<file path="src/include/fuse_loader_defines.svh">
// Offsets, field positions and codes of the fuse and signature area
`ifndef FUSE_LOADER_DEFINES_SVH
`define FUSE_LOADER_DEFINES_SVH

// Fuse and signature areas, processor byte addresses
`define OFS_WDT_FUSE 6'h00
`define OFS_BOD_FUSE 6'h01
`define OFS_OSC_FUSE 6'h02
`define OFS_SERIAL_FIRST 6'h03
`define OFS_SERIAL_LAST 6'h0C
`define OFS_PWM_FUSE 6'h04
`define OFS_SYSA_FUSE 6'h05
`define OFS_SYSB_FUSE 6'h06
`define OFS_APPLICATION_END_FUSE_FUSE 6'h07
`define OFS_BOOT_END_FUSE_FUSE 6'h08
`define OFS_LOCK_FUSE 6'h0A
`define OFS_ERR_LOW_V 6'h22
`define OFS_ERR_HIGH_V 6'h23
// Processor window select: fuse area or signature area
`define SEL_SIGNATURE 1'h1
`define SEL_FUSE 1'h0
// Own-choice oscillator calibration and load status registers, in the fuse window
`define OFS_OSC_CAL_A 6'h30
`define OFS_OSC_CAL_B 6'h31
`define OFS_LOAD_STATUS 6'h32

// Field positions
`define WDT_WINDOW_HI 7
`define WDT_WINDOW_LO 4
`define WDT_PERIOD_HI 3
`define WDT_PERIOD_LO 0
`define BOD_LVL_HI 7
`define BOD_LVL_LO 5
`define BOD_SAMP_BIT 4
`define BOD_ACT_HI 3
`define BOD_ACT_LO 2
`define BOD_SLP_HI 1
`define BOD_SLP_LO 0
`define OSC_LOCK_BIT 7
`define OSC_FSEL_HI 1
`define OSC_FSEL_LO 0

// Codes
`define FSEL_16MHZ 2'h1
`define BOD_SLEEP_RSVD 2'h3
`define BOD_LVL_LOW_CODE 3'h2
`define BOD_LVL_HIGH_CODE 3'h7
`define SERIAL_BYTES 10
`define BYTE_ZERO 8'h00

`endif

</file>
<file path="src/include/fuse_loader_pkg.sv">
// Types shared by the fuse and signature loader
package fuse_loader_pkg;

  typedef struct packed {
    logic [3:0] window;
    logic [3:0] period;
  } wdt_ctrl_t;

  typedef struct packed {
    logic [2:0] threshold_level;
    logic sample_rate_select;
    logic [1:0] active_mode;
    logic [1:0] sleep_mode;
  } bod_ctrl_t;

  typedef struct packed {
    logic [5:0] coarse_calibration;
    logic calibration_lock;
    logic [3:0] temperature_calibration;
  } osc_cal_t;

  typedef struct packed {
    logic [5:0] addr;
    logic sel;
    logic [7:0] wdata;
    logic wr;
    logic rd;
  } reg_req_t;

  typedef enum logic [1:0] {
    ST_IDLE,
    ST_LOAD,
    ST_DONE
  } load_state_t;

endpackage

</file>
<file path="src/verilog/fuse_signature_config_loader.sv">
// Fuse and signature area with reset-time copy into peripheral control fields
`timescale 1ns/1ns
`include "fuse_loader_defines.svh"

module fuse_signature_config_loader
  import fuse_loader_pkg::*;
#(
  parameter logic [5:0] CAL_COARSE_16M = 6'h20, // Factory coarse trim, arbitrary
  parameter logic [3:0] CAL_TEMP_16M = 4'h8 // Factory temperature trim, arbitrary
) (
  input wire logic clk_i, // System clock, 50 MHz
  input wire logic srst_i, // Synchronous reset, any source
  input wire logic por_i, // Reset was a power-on reset
  input wire logic [7:0] wdt_fuse_i, // Nonvolatile watchdog fuse byte
  input wire logic [7:0] bod_fuse_i, // Nonvolatile brown-out fuse byte
  input wire logic [7:0] osc_fuse_i, // Nonvolatile oscillator fuse byte
  input wire logic [7:0] pwm_fuse_i, // Nonvolatile timer fault fuse byte
  input wire logic [7:0] sysa_fuse_i, // Nonvolatile system fuse A
  input wire logic [7:0] sysb_fuse_i, // Nonvolatile system fuse B
  input wire logic [7:0] application_end_fuse_fuse_i, // Nonvolatile application end fuse
  input wire logic [7:0] boot_end_fuse_fuse_i, // Nonvolatile boot end fuse
  input wire logic [7:0] lock_fuse_i, // Nonvolatile lock key fuse
  input wire logic [79:0] serial_i, // Factory serial number, byte 0 low
  input wire logic [7:0] err_low_v_i, // Factory error at 3V
  input wire logic [7:0] err_high_v_i, // Factory error at 5V
  input wire logic [5:0] addr_i, // Register byte address
  input wire logic sel_i, // 1 signature area, 0 fuse area
  input wire logic [7:0] wdata_i, // Write data
  input wire logic wr_i, // Write strobe
  input wire logic rd_i, // Read strobe
  output logic [7:0] rdata_o, // Read data, cycle after strobe
  output wdt_ctrl_t wdt_ctrl_o, // Watchdog first control fields
  output bod_ctrl_t bod_ctrl_o, // Brown-out control fields
  output osc_cal_t osc_cal_o, // Main oscillator calibration
  output logic osc_16m_o, // Oscillator runs at 16 MHz
  output logic periph_rst_o // Hold peripherals in reset until loaded
);

  ////////////////////////////////////////////////////////////////////////////
  // Request bundling
  reg_req_t req;
  assign req = '{addr: addr_i, sel: sel_i, wdata: wdata_i, wr: wr_i, rd: rd_i};

  ////////////////////////////////////////////////////////////////////////////
  // Load sequencer
  load_state_t state_q, state_d;
  logic por_seen_q, por_seen_d;
  logic periph_rst_q, periph_rst_d;
  wdt_ctrl_t wdt_q, wdt_d;
  bod_ctrl_t bod_q, bod_d;
  osc_cal_t cal_q, cal_d;
  logic fast_q, fast_d;
  logic cal_wr_ok;

  // Calibration writable only while unlocked and after the load
  assign cal_wr_ok = !cal_q.calibration_lock && state_q == ST_DONE;

  always_comb begin
    state_d = state_q;
    por_seen_d = por_seen_q;
    periph_rst_d = periph_rst_q;
    wdt_d = wdt_q;
    bod_d = bod_q;
    cal_d = cal_q;
    fast_d = fast_q;
    unique case (state_q)
      ST_IDLE: begin
        state_d = ST_LOAD;
      end
      ST_LOAD: begin
        // Single load cycle at end of start-up
        wdt_d.window = wdt_fuse_i[`WDT_WINDOW_HI:`WDT_WINDOW_LO];
        wdt_d.period = wdt_fuse_i[`WDT_PERIOD_HI:`WDT_PERIOD_LO];
        if (por_seen_q) begin
          bod_d.threshold_level = bod_fuse_i[`BOD_LVL_HI:`BOD_LVL_LO];
          bod_d.sample_rate_select = bod_fuse_i[`BOD_SAMP_BIT];
          bod_d.active_mode = bod_fuse_i[`BOD_ACT_HI:`BOD_ACT_LO];
          bod_d.sleep_mode = bod_fuse_i[`BOD_SLP_HI:`BOD_SLP_LO];
        end
        cal_d.calibration_lock = osc_fuse_i[`OSC_LOCK_BIT];
        fast_d = osc_fuse_i[`OSC_FSEL_HI:`OSC_FSEL_LO] == `FSEL_16MHZ;
        // Only the 16 MHz trim exists; reserved codes still get it
        cal_d.coarse_calibration = CAL_COARSE_16M;
        cal_d.temperature_calibration = CAL_TEMP_16M;
        por_seen_d = 1'b0;
        state_d = ST_DONE;
      end
      ST_DONE: begin
        periph_rst_d = 1'b0;
        if (req.wr && req.sel == `SEL_FUSE && cal_wr_ok) begin
          if (req.addr == `OFS_OSC_CAL_A) begin
            cal_d.coarse_calibration = req.wdata[5:0];
          end
          if (req.addr == `OFS_OSC_CAL_B) begin
            cal_d.temperature_calibration = req.wdata[3:0];
          end
        end
      end
    endcase
    // Power-on flag caught while reset is held, kept until a load uses it
    // A warm reset in the middle of a load must not lose a pending power-on
    if (srst_i) begin
      por_seen_d = por_i ? 1'b1 : por_seen_q;
    end
  end

  // Brown-out fields keep their value through non power-on resets
  always_ff @(posedge clk_i) begin
    if (srst_i) begin
      state_q <= ST_IDLE;
      periph_rst_q <= 1'b1;
      wdt_q <= '0;
      cal_q <= '0;
      fast_q <= 1'b0;
    end else begin
      state_q <= state_d;
      periph_rst_q <= periph_rst_d;
      wdt_q <= wdt_d;
      cal_q <= cal_d;
      fast_q <= fast_d;
    end
    bod_q <= bod_d;
    por_seen_q <= por_seen_d;
  end

  ////////////////////////////////////////////////////////////////////////////
  // Read port; fuse bytes have no write path at all
  logic [7:0] rdata_q, rdata_d;
  logic [5:0] ser_idx;

  assign ser_idx = req.addr - `OFS_SERIAL_FIRST;

  always_comb begin
    rdata_d = `BYTE_ZERO;
    if (req.rd) begin
      if (req.sel == `SEL_SIGNATURE) begin
        if (req.addr >= `OFS_SERIAL_FIRST && req.addr <= `OFS_SERIAL_LAST) begin
          rdata_d = serial_i[ser_idx[3:0]*8 +: 8];
        end else if (req.addr == `OFS_ERR_LOW_V) begin
          rdata_d = err_low_v_i;
        end else if (req.addr == `OFS_ERR_HIGH_V) begin
          rdata_d = err_high_v_i;
        end
      end else begin
        unique case (req.addr)
          `OFS_WDT_FUSE: rdata_d = wdt_fuse_i;
          `OFS_BOD_FUSE: rdata_d = bod_fuse_i;
          `OFS_OSC_FUSE: rdata_d = osc_fuse_i;
          `OFS_PWM_FUSE: rdata_d = pwm_fuse_i;
          `OFS_SYSA_FUSE: rdata_d = sysa_fuse_i;
          `OFS_SYSB_FUSE: rdata_d = sysb_fuse_i;
          `OFS_APPLICATION_END_FUSE_FUSE: rdata_d = application_end_fuse_fuse_i;
          `OFS_BOOT_END_FUSE_FUSE: rdata_d = boot_end_fuse_fuse_i;
          `OFS_LOCK_FUSE: rdata_d = lock_fuse_i;
          `OFS_OSC_CAL_A: rdata_d = {2'h0, cal_q.coarse_calibration};
          `OFS_OSC_CAL_B: rdata_d = {cal_q.calibration_lock, 3'h0,
                                     cal_q.temperature_calibration};
          `OFS_LOAD_STATUS: rdata_d = {6'h00, fast_q, state_q == ST_DONE};
          default: rdata_d = `BYTE_ZERO;
        endcase
      end
    end
  end

  always_ff @(posedge clk_i) begin
    if (srst_i) begin
      rdata_q <= `BYTE_ZERO;
    end else begin
      rdata_q <= rdata_d;
    end
  end

  assign rdata_o = rdata_q;
  assign wdt_ctrl_o = wdt_q;
  assign bod_ctrl_o = bod_q;
  assign osc_cal_o = cal_q;
  assign osc_16m_o = fast_q;
  assign periph_rst_o = periph_rst_q;

  ////////////////////////////////////////////////////////////////////////////
  // Checks

  // Watchdog fields
  a_wdt_window_load: assert property (
    @(posedge clk_i) disable iff (srst_i)
    state_q == ST_LOAD
    |=> wdt_ctrl_o.window == $past(wdt_fuse_i[`WDT_WINDOW_HI:`WDT_WINDOW_LO]))
    else $error("watchdog window not loaded");
  a_wdt_period_load: assert property (
    @(posedge clk_i) disable iff (srst_i)
    state_q == ST_LOAD
    |=> wdt_ctrl_o.period == $past(wdt_fuse_i[`WDT_PERIOD_HI:`WDT_PERIOD_LO]))
    else $error("watchdog period not loaded");
  a_wdt_held_after: assert property (
    @(posedge clk_i) disable iff (srst_i)
    state_q == ST_DONE
    |=> $stable(wdt_ctrl_o))
    else $error("watchdog fields moved after load");

  // Brown-out fields, reloaded only after power-on
  a_bod_keep_warm: assert property (
    @(posedge clk_i) disable iff (srst_i)
    state_q == ST_LOAD && !por_seen_q
    |=> $stable(bod_ctrl_o))
    else $error("brown-out changed on warm reset");
  a_bod_por_load: assert property (
    @(posedge clk_i) disable iff (srst_i)
    state_q == ST_LOAD && por_seen_q
    |=> bod_ctrl_o == $past(bod_fuse_i))
    else $error("brown-out not loaded after power-on");
  a_bod_level_load: assert property (
    @(posedge clk_i) disable iff (srst_i)
    state_q == ST_LOAD && por_seen_q
    |=> bod_ctrl_o.threshold_level == $past(bod_fuse_i[`BOD_LVL_HI:`BOD_LVL_LO]))
    else $error("brown-out level not loaded");
  a_bod_sample_load: assert property (
    @(posedge clk_i) disable iff (srst_i)
    state_q == ST_LOAD && por_seen_q
    |=> bod_ctrl_o.sample_rate_select == $past(bod_fuse_i[`BOD_SAMP_BIT]))
    else $error("brown-out sample rate not loaded");
  a_bod_active_load: assert property (
    @(posedge clk_i) disable iff (srst_i)
    state_q == ST_LOAD && por_seen_q
    |=> bod_ctrl_o.active_mode == $past(bod_fuse_i[`BOD_ACT_HI:`BOD_ACT_LO]))
    else $error("brown-out active mode not loaded");
  a_bod_sleep_load: assert property (
    @(posedge clk_i) disable iff (srst_i)
    state_q == ST_LOAD && por_seen_q
    |=> bod_ctrl_o.sleep_mode == $past(bod_fuse_i[`BOD_SLP_HI:`BOD_SLP_LO]))
    else $error("brown-out sleep mode not loaded");

  // Oscillator calibration and lock
  a_lock_load: assert property (
    @(posedge clk_i) disable iff (srst_i)
    state_q == ST_LOAD
    |=> osc_cal_o.calibration_lock == $past(osc_fuse_i[`OSC_LOCK_BIT]))
    else $error("lock bit not loaded");
  a_cal_locked: assert property (
    @(posedge clk_i) disable iff (srst_i)
    state_q == ST_DONE && osc_cal_o.calibration_lock
    |=> $stable(osc_cal_o))
    else $error("locked calibration changed");
  a_cal_open_a: assert property (
    @(posedge clk_i) disable iff (srst_i)
    state_q == ST_DONE && !osc_cal_o.calibration_lock && wr_i && sel_i == `SEL_FUSE
    && addr_i == `OFS_OSC_CAL_A |=> osc_cal_o.coarse_calibration == $past(wdata_i[5:0]))
    else $error("unlocked coarse trim not written");
  a_cal_open_b: assert property (
    @(posedge clk_i) disable iff (srst_i)
    state_q == ST_DONE && !osc_cal_o.calibration_lock && wr_i && sel_i == `SEL_FUSE
    && addr_i == `OFS_OSC_CAL_B |=> osc_cal_o.temperature_calibration == $past(wdata_i[3:0]))
    else $error("unlocked temperature trim not written");
  a_freq_sel: assert property (
    @(posedge clk_i) disable iff (srst_i)
    state_q == ST_LOAD
    |=> osc_16m_o == ($past(osc_fuse_i[`OSC_FSEL_HI:`OSC_FSEL_LO]) == `FSEL_16MHZ))
    else $error("frequency select wrong");
  a_freq_held: assert property (
    @(posedge clk_i) disable iff (srst_i)
    state_q == ST_DONE
    |=> $stable(osc_16m_o))
    else $error("frequency select moved after load");
  a_coarse_load: assert property (
    @(posedge clk_i) disable iff (srst_i)
    state_q == ST_LOAD
    |=> osc_cal_o.coarse_calibration == CAL_COARSE_16M)
    else $error("factory coarse trim not loaded");
  a_temp_load: assert property (
    @(posedge clk_i) disable iff (srst_i)
    state_q == ST_LOAD
    |=> osc_cal_o.temperature_calibration == CAL_TEMP_16M)
    else $error("factory temperature trim not loaded");

  // Load sequence and peripheral release
  a_load_follows: assert property (
    @(posedge clk_i) disable iff (srst_i)
    state_q == ST_IDLE
    |=> state_q == ST_LOAD)
    else $error("load did not follow reset");
  a_done_stays: assert property (
    @(posedge clk_i) disable iff (srst_i)
    state_q == ST_DONE
    |=> state_q == ST_DONE)
    else $error("load ran twice");
  a_release_order: assert property (
    @(posedge clk_i) disable iff (srst_i)
    $fell(periph_rst_o)
    |-> $past(state_q, 2) == ST_LOAD)
    else $error("peripherals released before load");
  a_held_loading: assert property (
    @(posedge clk_i) disable iff (srst_i)
    state_q != ST_DONE
    |-> periph_rst_o)
    else $error("peripherals free during load");
  a_held_in_reset: assert property (
    @(posedge clk_i)
    srst_i
    |=> periph_rst_o)
    else $error("peripherals free during reset");

  // Read port
  a_serial_read: assert property (
    @(posedge clk_i) disable iff (srst_i)
    rd_i && sel_i == `SEL_SIGNATURE && addr_i == `OFS_SERIAL_FIRST
    |=> rdata_o == $past(serial_i[7:0]))
    else $error("serial byte 0 wrong");
  a_serial_last: assert property (
    @(posedge clk_i) disable iff (srst_i)
    rd_i && sel_i == `SEL_SIGNATURE && addr_i == `OFS_SERIAL_LAST
    |=> rdata_o == $past(serial_i[`SERIAL_BYTES*8-1 -: 8]))
    else $error("serial byte 9 wrong");
  a_err_low_read: assert property (
    @(posedge clk_i) disable iff (srst_i)
    rd_i && sel_i == `SEL_SIGNATURE && addr_i == `OFS_ERR_LOW_V
    |=> rdata_o == $past(err_low_v_i))
    else $error("low voltage error byte wrong");
  a_err_high_read: assert property (
    @(posedge clk_i) disable iff (srst_i)
    rd_i && sel_i == `SEL_SIGNATURE && addr_i == `OFS_ERR_HIGH_V
    |=> rdata_o == $past(err_high_v_i))
    else $error("high voltage error byte wrong");
  a_wdt_fuse_read: assert property (
    @(posedge clk_i) disable iff (srst_i)
    rd_i && sel_i == `SEL_FUSE && addr_i == `OFS_WDT_FUSE
    |=> rdata_o == $past(wdt_fuse_i))
    else $error("watchdog fuse read wrong");
  a_lock_fuse_read: assert property (
    @(posedge clk_i) disable iff (srst_i)
    rd_i && sel_i == `SEL_FUSE && addr_i == `OFS_LOCK_FUSE
    |=> rdata_o == $past(lock_fuse_i))
    else $error("lock key fuse read wrong");
  a_rdata_idle: assert property (
    @(posedge clk_i) disable iff (srst_i)
    !rd_i
    |=> rdata_o == `BYTE_ZERO)
    else $error("read data outside its cycle");

endmodule // fuse_signature_config_loader

</file>
<file path="config.mk">
export PLATFORM = sky130hd
export DESIGN_NAME = fuse_signature_config_loader
export DESIGN_NICKNAME = d
export VERILOG_FILES = /design/src/include/fuse_loader_pkg.sv /design/src/verilog/fuse_signature_config_loader.sv
export VERILOG_INCLUDE_DIRS = /design/src /design/src/include
export SDC_FILE = /design/constraint.sdc
export NUM_CORES = 1
export LEC_CHECK = 0
export ABC_AREA = 1
export BUFFER_PORTS_ARGS = -buffer_cell sky130_fd_sc_hd__buf_2
export CAP_MARGIN = 25
export CELL_PAD_IN_SITES_DETAIL_PLACEMENT = 0
export CELL_PAD_IN_SITES_GLOBAL_PLACEMENT = 2
export CORE_MARGIN = 10
export CORE_UTILIZATION = 21
export DETAILED_ROUTE_END_ITERATION = 10
export PLACE_DENSITY = 0.92
export SYNTH_ARGS = -nofsm -noshare
export SYNTH_HDL_FRONTEND = slang
export SYNTH_SLANG_ARGS = --single-unit
</file>
<file path="constraint.sdc">
create_clock -name clk_i -period 4.09 [get_ports clk_i]
set_input_delay 0 -clock clk_i [delete_from_list [all_inputs] [get_ports clk_i]]
set_output_delay 0 -clock clk_i [all_outputs]
set_load 0.02 [all_outputs]
</file>
==> impl_results.md, run 1 <==
* Outcome: completed
* Synth warnings at 0
* Leading area contributor after synthesis: nand2_1
* Setup repair after global routing missed its margin: false
* Type of origin of the critical path: input pin
* Startpoint of the worst-slack reg-to-reg timing path: state_q[1]$_SDFFE_PP0P_
* Logic depth of the worst register-to-register path at 6
* Global-route usage over all layers at 15.1%
* Crit path capture type: flip-flop
* Critical Path Start: addr_i[0]
* Area of the multi-input gates at 2390 um2
* Final number of setup-violating endpoints at 0
* Setup crit end: rdata_o[3]$_SDFF_PP0_
* TritonCTS Buffers at 5
* Insertion delay of the later-clocked pin in the worst-skew pair at 0.29 ns
* Class of the most critical hold timing path: in -> reg
* Number of pins exceeding their max-slew limit in the final report at 0
* Dominant cells by area after synthesis: nand2_1 26%, dfxtp_1 17%, nand3_1 13%, nand4_1 8.6%, nor2_1 7.4%
* Maximum number of pins on one net before global-route repair at 44
* Most numerous cell in the Yosys netlist: nand2_1
* Initial antenna violation count at 4
* CTS tree: yes
* Count of flip-flops with a built-in enable after synthesis at 9
* Post-synthesis area per instance at 5.49 um2
* Commonest register cell after synthesis: dfxtp_1
* Slowest cell delay on critical path at 0.75 ns
* Worst EP arrival at 2.49 ns
* Number of distinct library cell variants in the gate-level netlist after synthesis at 23
* Number of top-level pins at 225
* Detailed-route wire length per cell at 16.6 um
* Setup Slack @ Placement at 1.46 ns
* First-pass GRT wire length at 28500 um
* Clock transition at the registers of the reported paths at 0.07 ns
* Final clock skew at 0.00608 ns
* Post-detail-place hpwl at 14900 um
* Depth of the CTS H-tree at 2
* Number of global-route vias before repair at 4990
* Residual overflow from global routing at 0
* Netlist Area Pre-Place at 3730 um2
* ANT nets after route at 0
* Number of nets in the layout at 1091
* Drt drc at 0
* Die boundary height at 153 um
* Placer's final routability congestion estimate at 0.809
* DRC marker count from the first detailed-route iteration at 285
* R2r endpoint: osc_16m_o$_SDFFE_PP0P_
* Clock sink count at 40
* Syn Inst Count at 679
* Count of endpoints failing hold in the final timing report at 0
* Classification of the worst setup path: in -> reg
* Share of final-layout standard cells stronger than drive strength 1 at 27.9%
* Pre-Repair DR Iteration Count at 4
* Effective utilization at floorplan at 21.5%
* Cell with the largest stage delay on the worst path: ha_1
* Sequential cell area in the final layout at 891 um2
* Leakage at 3.00 nW
* Cell type with the highest occurrence count on the critical path: nand2_1
* Placement Rows at 48
* Average vias per placed instance at 4.46
* Post-route clock period utilization at 56.6%
* Finished Core Util at 31.0%
* Register-to-register setup slack at 1.85 ns
* Synth-to-layout area growth at 44.1%
* Final setup slack of the worst path at 1.77 ns
* Worst Path Required at 4.26 ns
* Worst-Margin Slew at 1.03 ns
* Worst slew margin relative to its limit at 31.4%
* FMAX at 432 MHz
* Synthesis-stage register bit count at 40
* Top post-synthesis cells by count: 258 x nand2_1, 95 x nand3_1, 74 x nor2_1, 68 x inv_1, 51 x nand4_1
* Number of max-capacitance violations reported at 0
* Seq/Total Area, Yosys at 23.9%
* P per Cell Area at 301 nW/um2
* Share of flip-flops with an asynchronous set or reset at 0%
* Smallest hold slack at 0.00329 ns
* Maximum fanout encountered on the critical timing path at 43
* Floorplan die width at 153 um
* Setup_tns at 0 ns
* Critical Path, Cell by Cell: buf_2 -> buf_4 -> ha_1 -> inv_1 -> nand2_1 -> nand2_2 -> inv_1 -> nand3_1 -> nand3_1 -> nand2_1 -> nand2_1 -> a21oi_1
* Portion of synthesized cell area occupied by the leading cell type at 26.0%
* Peak supply drop at 0.168 mV
* Tmin final at 2.32 ns
* Number of filler cells placed in the layout at 2008
* Deepest clock path buffer count at 2
* Die Outline Area at 23500 um2
* Number of nets produced by synthesis at 874
* Core box area at 17400 um2
* Wire length reported by the detailed router at 18600 um
* IO Port Bufs at 222
* Post-cts resize count at 0
* Library cell used as clock root buffer: clkbuf_16
* Via count at 5015
==> final cells by class <==
type | instances | area share [%]
clock buffer | 6 | 2.79
multi-input combinational | 526 | 44.4
inverter | 74 | 5.17
timing repair buffer | 249 | 25.5
tap | 225 | 5.24
antenna | 2 | 0.0931
sequential | 40 | 16.6
clock inverter | 2 | 0.233
==> sequential cells by signal, summed over array words and instances, names as in the netlist <==
name and flops:
state_q 2, osc_16m_o 1, wdt_ctrl_o 8, bod_ctrl_o 8
periph_rst_o 1, osc_cal_o 11, rdata_o 8, por_seen_q 1
==> timing repair <==
| action | 4_1_cts | 5_1_grt |
|---|---|---|
| setup buffers | 0 | 0 |
| endpoints found under the hold margin | 25 | 0 |
| hold buffers | 23 | 0 |
==> worst max-delay path, delay by kind of cell <==
| kind | cells | cell delay (ns) |
|---|---|---|
| buffers and inverters | 4 | 0.88 |
| and+or+nand+nor | 6 | 0.77 |
| AOI/OAI and AO/OA | 1 | 0.06 |
| adders and majority gates | 1 | 0.75 |
==> per-stage QoR <==
step	area, um2	cells	total power [W]
after detailed placement	4980	1091	0.00117
final	5380	1124	0.00162
after CTS	5370	1122	0.00164
after floorplan	3730	679	0.000911
after global placement	4980	1091	0.00117
after global routing	5380	1124	0.00173
==> layout by cell type (no fill, tap or decap) <==
master         synthesis  routed
dlygate4sd3_1          0      23
clkinv_4               0       1
inv_1                 68      68
o21ai_0                6       6
nand3_1               95      95
nand4_1               51      51
ha_1                   7       7
a21boi_0               1       1
a21oi_1               12      12
a211oi_1               4       4
edfxtp_1               9       9
inv_2                  5       5
dfxtp_1               31      31
nor2_1                74      74
buf_4                  0       4
nand2_1              258     258
nand2_2                3       3
buf_2                 18     222
diode_2                0       2
nor2_4                 4       4
nor3_1                 4       4
clkbuf_16              0       6
nor2_2                 5       5
o31ai_1                2       2
clkinv_1               1       2
==> worst min-delay path by stage <==
stage	startpoint	endpoint	slack (ns)	depth (start not counted)
2_1_floorplan	bod_fuse_i[0]	bod_ctrl_o[0]$_DFFE_PP_	0.1	0
3_3_place_gp	bod_fuse_i[1]	bod_ctrl_o[1]$_DFFE_PP_	0.21	1
3_5_place_dp	bod_fuse_i[6]	bod_ctrl_o[6]$_DFFE_PP_	0.20	1
4_1_cts	wdata_i[2]	osc_cal_o[7]$_SDFFE_PP0P_	0.0004	3
5_1_grt	wdt_fuse_i[4]	wdt_ctrl_o[4]$_SDFFE_PP0P_	0.02	3
6_report	wdt_fuse_i[4]	wdt_ctrl_o[4]$_SDFFE_PP0P_	0.003	3
==> layer usage <==
metal	vias up	GRT usage, %	part of all wire, %
li1	2618	-	-
met2	208	24.9	47
met1	2169	18.7	42
met3	16	4.46	9.3
met5	-	0	0.14
met4	4	3.54	1.6
==> logic make-up (layout without fill, tap and decap cells) <==
| kind of cell | Yosys count | count (layout) | share of synthesized area (%) |
|---|---|---|---|
| other cells | 0 | 2 | 0 |
| buf+inv | 113 | 331 | 12.2 |
| flops | 40 | 40 | 23.9 |
| compound gates | 25 | 25 | 3.82 |
| fa+ha+maj | 7 | 7 | 2.35 |
| simple gates | 494 | 494 | 57.8 |
==> report_power, final <==
group	switching, W	internal [W]	leakage [nW]	total (W)
logic	0.000421	0.000230	2.58	0.000650
registers	0.0000464	0.000483	0.336	0.000529
clock network	0.000177	0.000263	0.0796	0.000440
total	0.000644	0.000975	3.00	0.00162
Note: power is estimated with default switching activity, not from simulation.
==> run 2, diff against run 1 <==
--- a/config.mk
+++ b/config.mk
@@ -6,15 +6,15 @@
 export SDC_FILE = /design/constraint.sdc
 export NUM_CORES = 1
 export LEC_CHECK = 0
-export ABC_AREA = 1
+export ABC_AREA = 0
 export BUFFER_PORTS_ARGS = -buffer_cell sky130_fd_sc_hd__buf_2
 export CAP_MARGIN = 25
 export CELL_PAD_IN_SITES_DETAIL_PLACEMENT = 0
 export CELL_PAD_IN_SITES_GLOBAL_PLACEMENT = 2
 export CORE_MARGIN = 10
-export CORE_UTILIZATION = 21
+export CORE_UTILIZATION = 22
 export DETAILED_ROUTE_END_ITERATION = 10
-export PLACE_DENSITY = 0.92
+export PLACE_DENSITY = 0.88
 export SYNTH_ARGS = -nofsm -noshare
 export SYNTH_HDL_FRONTEND = slang
 export SYNTH_SLANG_ARGS = --single-unit
==> constraint.sdc (replaced) <==
create_clock -name clk_i -period 2.4 [get_ports clk_i]
set_input_delay 0 -clock clk_i [delete_from_list [all_inputs] [get_ports clk_i]]
set_output_delay 0 -clock clk_i [all_outputs]
set_load 0.02 [all_outputs]
==> impl_results.md, run 2 <==
* Outcome: completed
* Number of nets in the layout at 812 (-26%)
* Most frequent cells in the layout: 222 x buf_2, 57 x nand3_1, 31 x dfxtp_1
* Total placed instance area at 4700 um2 (-5.5%)
* Crit path capture type: flip-flop
* Clock transition at the registers of the reported paths at 0.06 ns (about the same)
* CTS tree: yes
* First-pass GRT wire length at 25800 um (-9.6%)
* Peak supply drop at 0.289 mV (+72%)
* TritonCTS Buffers at 5 (unchanged)
* Leakage at 2.21 nW (-26%)
* Number of distinct library cell variants in the gate-level netlist after synthesis at 54 (+130%)
* Type of origin of the critical path: input pin
* Detailed-route wire length per cell at 22.1 um (+33%)
* Final clock skew at 0.00716 ns (+0.00108 ns)
* Seq/Total Area, Yosys at 26.4% (+2.5 points)
* Leading area contributor after synthesis: dfxtp_1
* Post-route clock period utilization at 80.3%
* Share of flip-flops with an asynchronous set or reset at 0% (unchanged)
* FMAX at 519 MHz
* Wire length reported by the detailed router at 17800 um (-4.4%)
* Worst Path Required at 2.61 ns (-1.65 ns)
* Commonest register cell after synthesis: dfxtp_1
* Hold_sp: osc_fuse_i[7]
* Count of flip-flops with a built-in enable after synthesis at 9 (unchanged)
* Syn Inst Count at 392 (-42%)
* Number of flip-flops under the largest register name at 11 (unchanged)
* Post-CTS Repair Setup Buffers at 0 (unchanged)
* Register-to-register setup slack at 0.64 ns (-1.21 ns)
* Number of max-capacitance violations reported at 0 (unchanged)
* Post-detail-place hpwl at 14600 um (-1.6%)
* Deepest clock path buffer count at 2 (unchanged)
* Initial antenna violation count at 3 (-1)
* Setup repair after global routing missed its margin: false
* Class of the most critical hold timing path: in -> reg
* R2r endpoint: osc_cal_o[7]$_SDFFE_PP0P_
* Depth of the CTS H-tree at 2 (unchanged)
* Maximum number of pins on one net before global-route repair at 28 (-36%)
* Count of endpoints failing hold in the final timing report at 0 (unchanged)
* Worst slew margin relative to its limit at 49.0% (+18 points)
* Worst-Margin Slew at 0.762 ns (-0.265 ns)
* Post-cts resize count at 0 (unchanged)
* Number of pins exceeding their max-slew limit in the final report at 0 (unchanged)
* Share of final-layout standard cells stronger than drive strength 1 at 44.0% (+16 points)
* Library cell used as clock root buffer: clkbuf_16
* Maximum fanout encountered on the critical timing path at 27 (-37%)
* Critical Path, Cell by Cell: buf_2 -> buf_12 -> ha_1 -> o31a_1 -> nand3_1 -> nor4_1 -> nor4_1 -> o22ai_1
* Number of nets produced by synthesis at 587 (-33%)
* Worst Hold Depth at 3 (unchanged)
* Portion of synthesized cell area occupied by the leading cell type at 18.4% (-7.6 points)
* Commonest non-fill, non-tap cell in the layout: buf_2
* Post-synthesis area per instance at 8.62 um2 (+57%)
* Netlist Area Pre-Place at 3380 um2 (-9.4%)
* Logic depth of the worst register-to-register path at 7 (+1)
* Pre-Repair DR Iteration Count at 6 (+2)
* Final Instance Area at 5010 um2 (-6.7%)
* Drt drc at 0 (unchanged)
* Effective utilization at floorplan at 22.3% (+0.82 points)
* Final number of setup-violating endpoints at 0 (unchanged)
* Placer's final routability congestion estimate at 0.922 (+14%)
* ANT nets after route at 0 (unchanged)
* Placement Rows at 45 (-6.3%)
* Worst min-delay path endpoint: osc_cal_o[4]$_SDFFE_PP0P_
* Tmin final at 1.93 ns
* Classification of the worst setup path: in -> reg
* Smallest hold slack at 0.00399 ns (+0.000691 ns)
* Worst EP arrival at 2.13 ns (-0.36 ns)
* Slowest cell delay on critical path at 0.54 ns (-0.21 ns)
* Top post-synthesis cells by count: 57 x nand3_1, 31 x dfxtp_1, 29 x nand4_1, 28 x a21oi_1, 26 x mux2i_1
* Die Outline Area at 20700 um2 (-12%)
* Setup_tns at 0 ns (unchanged)
* Number of global-route vias before repair at 4435 (-11%)
* Global-route usage over all layers at 16.2% (+1.1 points)
* Synth warnings at 0 (unchanged)
* Number of top-level pins at 225 (unchanged)
* Clock sink count at 40 (unchanged)
* Floorplan die width at 144 um (-6.1%)
* Synth-to-layout area growth at 48.4%
* Die boundary height at 144 um (-6.1%)
* Dominant cells by area after synthesis: dfxtp_1 18%, mux4_2 11%, nand3_1 8.4%, edfxtp_1 8.0%, mux2i_1 7.7%
* P per Cell Area at 469 nW/um2 (+56%)
* Residual overflow from global routing at 0 (unchanged)
* Synthesis-stage register bit count at 40 (unchanged)
* Cell with the largest stage delay on the worst path: o31a_1
* Cell type with the highest occurrence count on the critical path: nor4_1
* Via count at 4263 (-15%)
* DRC marker count from the first detailed-route iteration at 301 (+5.6%)
* Insertion delay of the later-clocked pin in the worst-skew pair at 0.28 ns (about the same)
* Most numerous cell in the Yosys netlist: nand3_1
* IO Port Bufs at 222 (unchanged)
* Average vias per placed instance at 5.28 (+18%)
* Startpoint of the worst-slack reg-to-reg timing path: state_q[0]$_SDFFE_PP0P_
* Core box area at 15100 um2 (-13%)
## run 2: changes by cell type in the layout (fill, tap and decap cells not counted), sizes merged, moves of 16 or more
cell,before,now
nand2,261,8
inv,73,10
nor2,83,24
nand3,95,57
mux2i,0,26
nand4,51,29
nor4,0,17
a21oi,12,28
mux4,0,16
## run 2: worst max path at each step
| stage | endpoint | startpoint | cells past startpoint | slack [ns] |
|---|---|---|---|---|
| finish | rdata_o[5]$_SDFF_PP0_ | addr_i[0] | 8 | 0.47 |
| global route | rdata_o[1]$_SDFF_PP0_ | addr_i[0] | 8 | 0.25 |
| CTS | rdata_o[7]$_SDFF_PP0_ | addr_i[0] | 8 | 0.51 |
| detailed placement | rdata_o[7]$_SDFF_PP0_ | addr_i[0] | 8 | 0.22 |
| global placement | osc_cal_o[10]$_SDFFE_PP0P_ | addr_i[5] | 6 | 0.28 |
| floorplan | rdata_o[2]$_SDFF_PP0_ | addr_i[0] | 11 | 0.26 |
## run 2: kinds of logic (layout without fill, tap and decap cells)
kind of cell               Yosys count  count (layout)  share of synthesized area [%]
AOI/OAI and AO/OA                   71              71                           14.3
adders and majority gates            7               7                           2.59
buffers and inverters               47             273                           6.15
DFF                                 40              40                           26.4
muxes                               45              45                           19.4
other                                0               1                              0
and+or+nand+nor                    182             182                           31.2
## run 2: worst max-delay path: cells and delay by family
kind                     cells  cell delay [ns]
AO/OA/AOI/OAI                2             0.71
buffers and inverters        2             0.36
adder cells (fa/ha/maj)      1             0.21
AND/OR/NAND/NOR              3             0.85
## run 2: routing by layer
layer | wire length, um | share of wire, % | global-route usage (%) | vias up
met5 | 13 | 0.073 | 0 | -
met4 | 235 | 1.3 | 3.49 | 2
met3 | 1510 | 8.5 | 4.59 | 22
met2 | 8890 | 50 | 27.5 | 196
met1 | 7160 | 40 | 19.8 | 2053
li1 | - | - | - | 1990
## run 2: what timing repair did
action / in CTS / in global routing
hold endpoints to repair: 17 / 0
setup endpoints to repair: 0 / 0
hold buffers: 17 / 0
## run 2: through the flow
stage	setup slack (ns)	total power (W)	util, %	std cells
2_1_floorplan	0.259	0.00133	-	392
3_3_place_gp	0.276	0.00168	31.0	780
3_5_place_dp	0.216	0.00170	31.1	781
4_1_cts	0.514	0.00238	33.1	806
5_1_grt	0.248	0.00249	33.1	807
6_report	0.474	0.00235	33.1	807
## run 2: cell type report
cell class	count	area [um2]
flip-flops and latches	40	891
inverters	10	37.5
fillers	1625	10100
clock inverters	1	5.00
well taps	188	235
repair buffers	255	1420
multi-input cells	305	2290
clock buffers	7	133
diodes	1	2.50
## run 2: power breakdown
group,leakage (nW),internal [W],switching (W)
combinational,1.80,0.000398,0.000500
sequential,0.335,0.000767,0.0000429
clock,0.0679,0.000384,0.000260
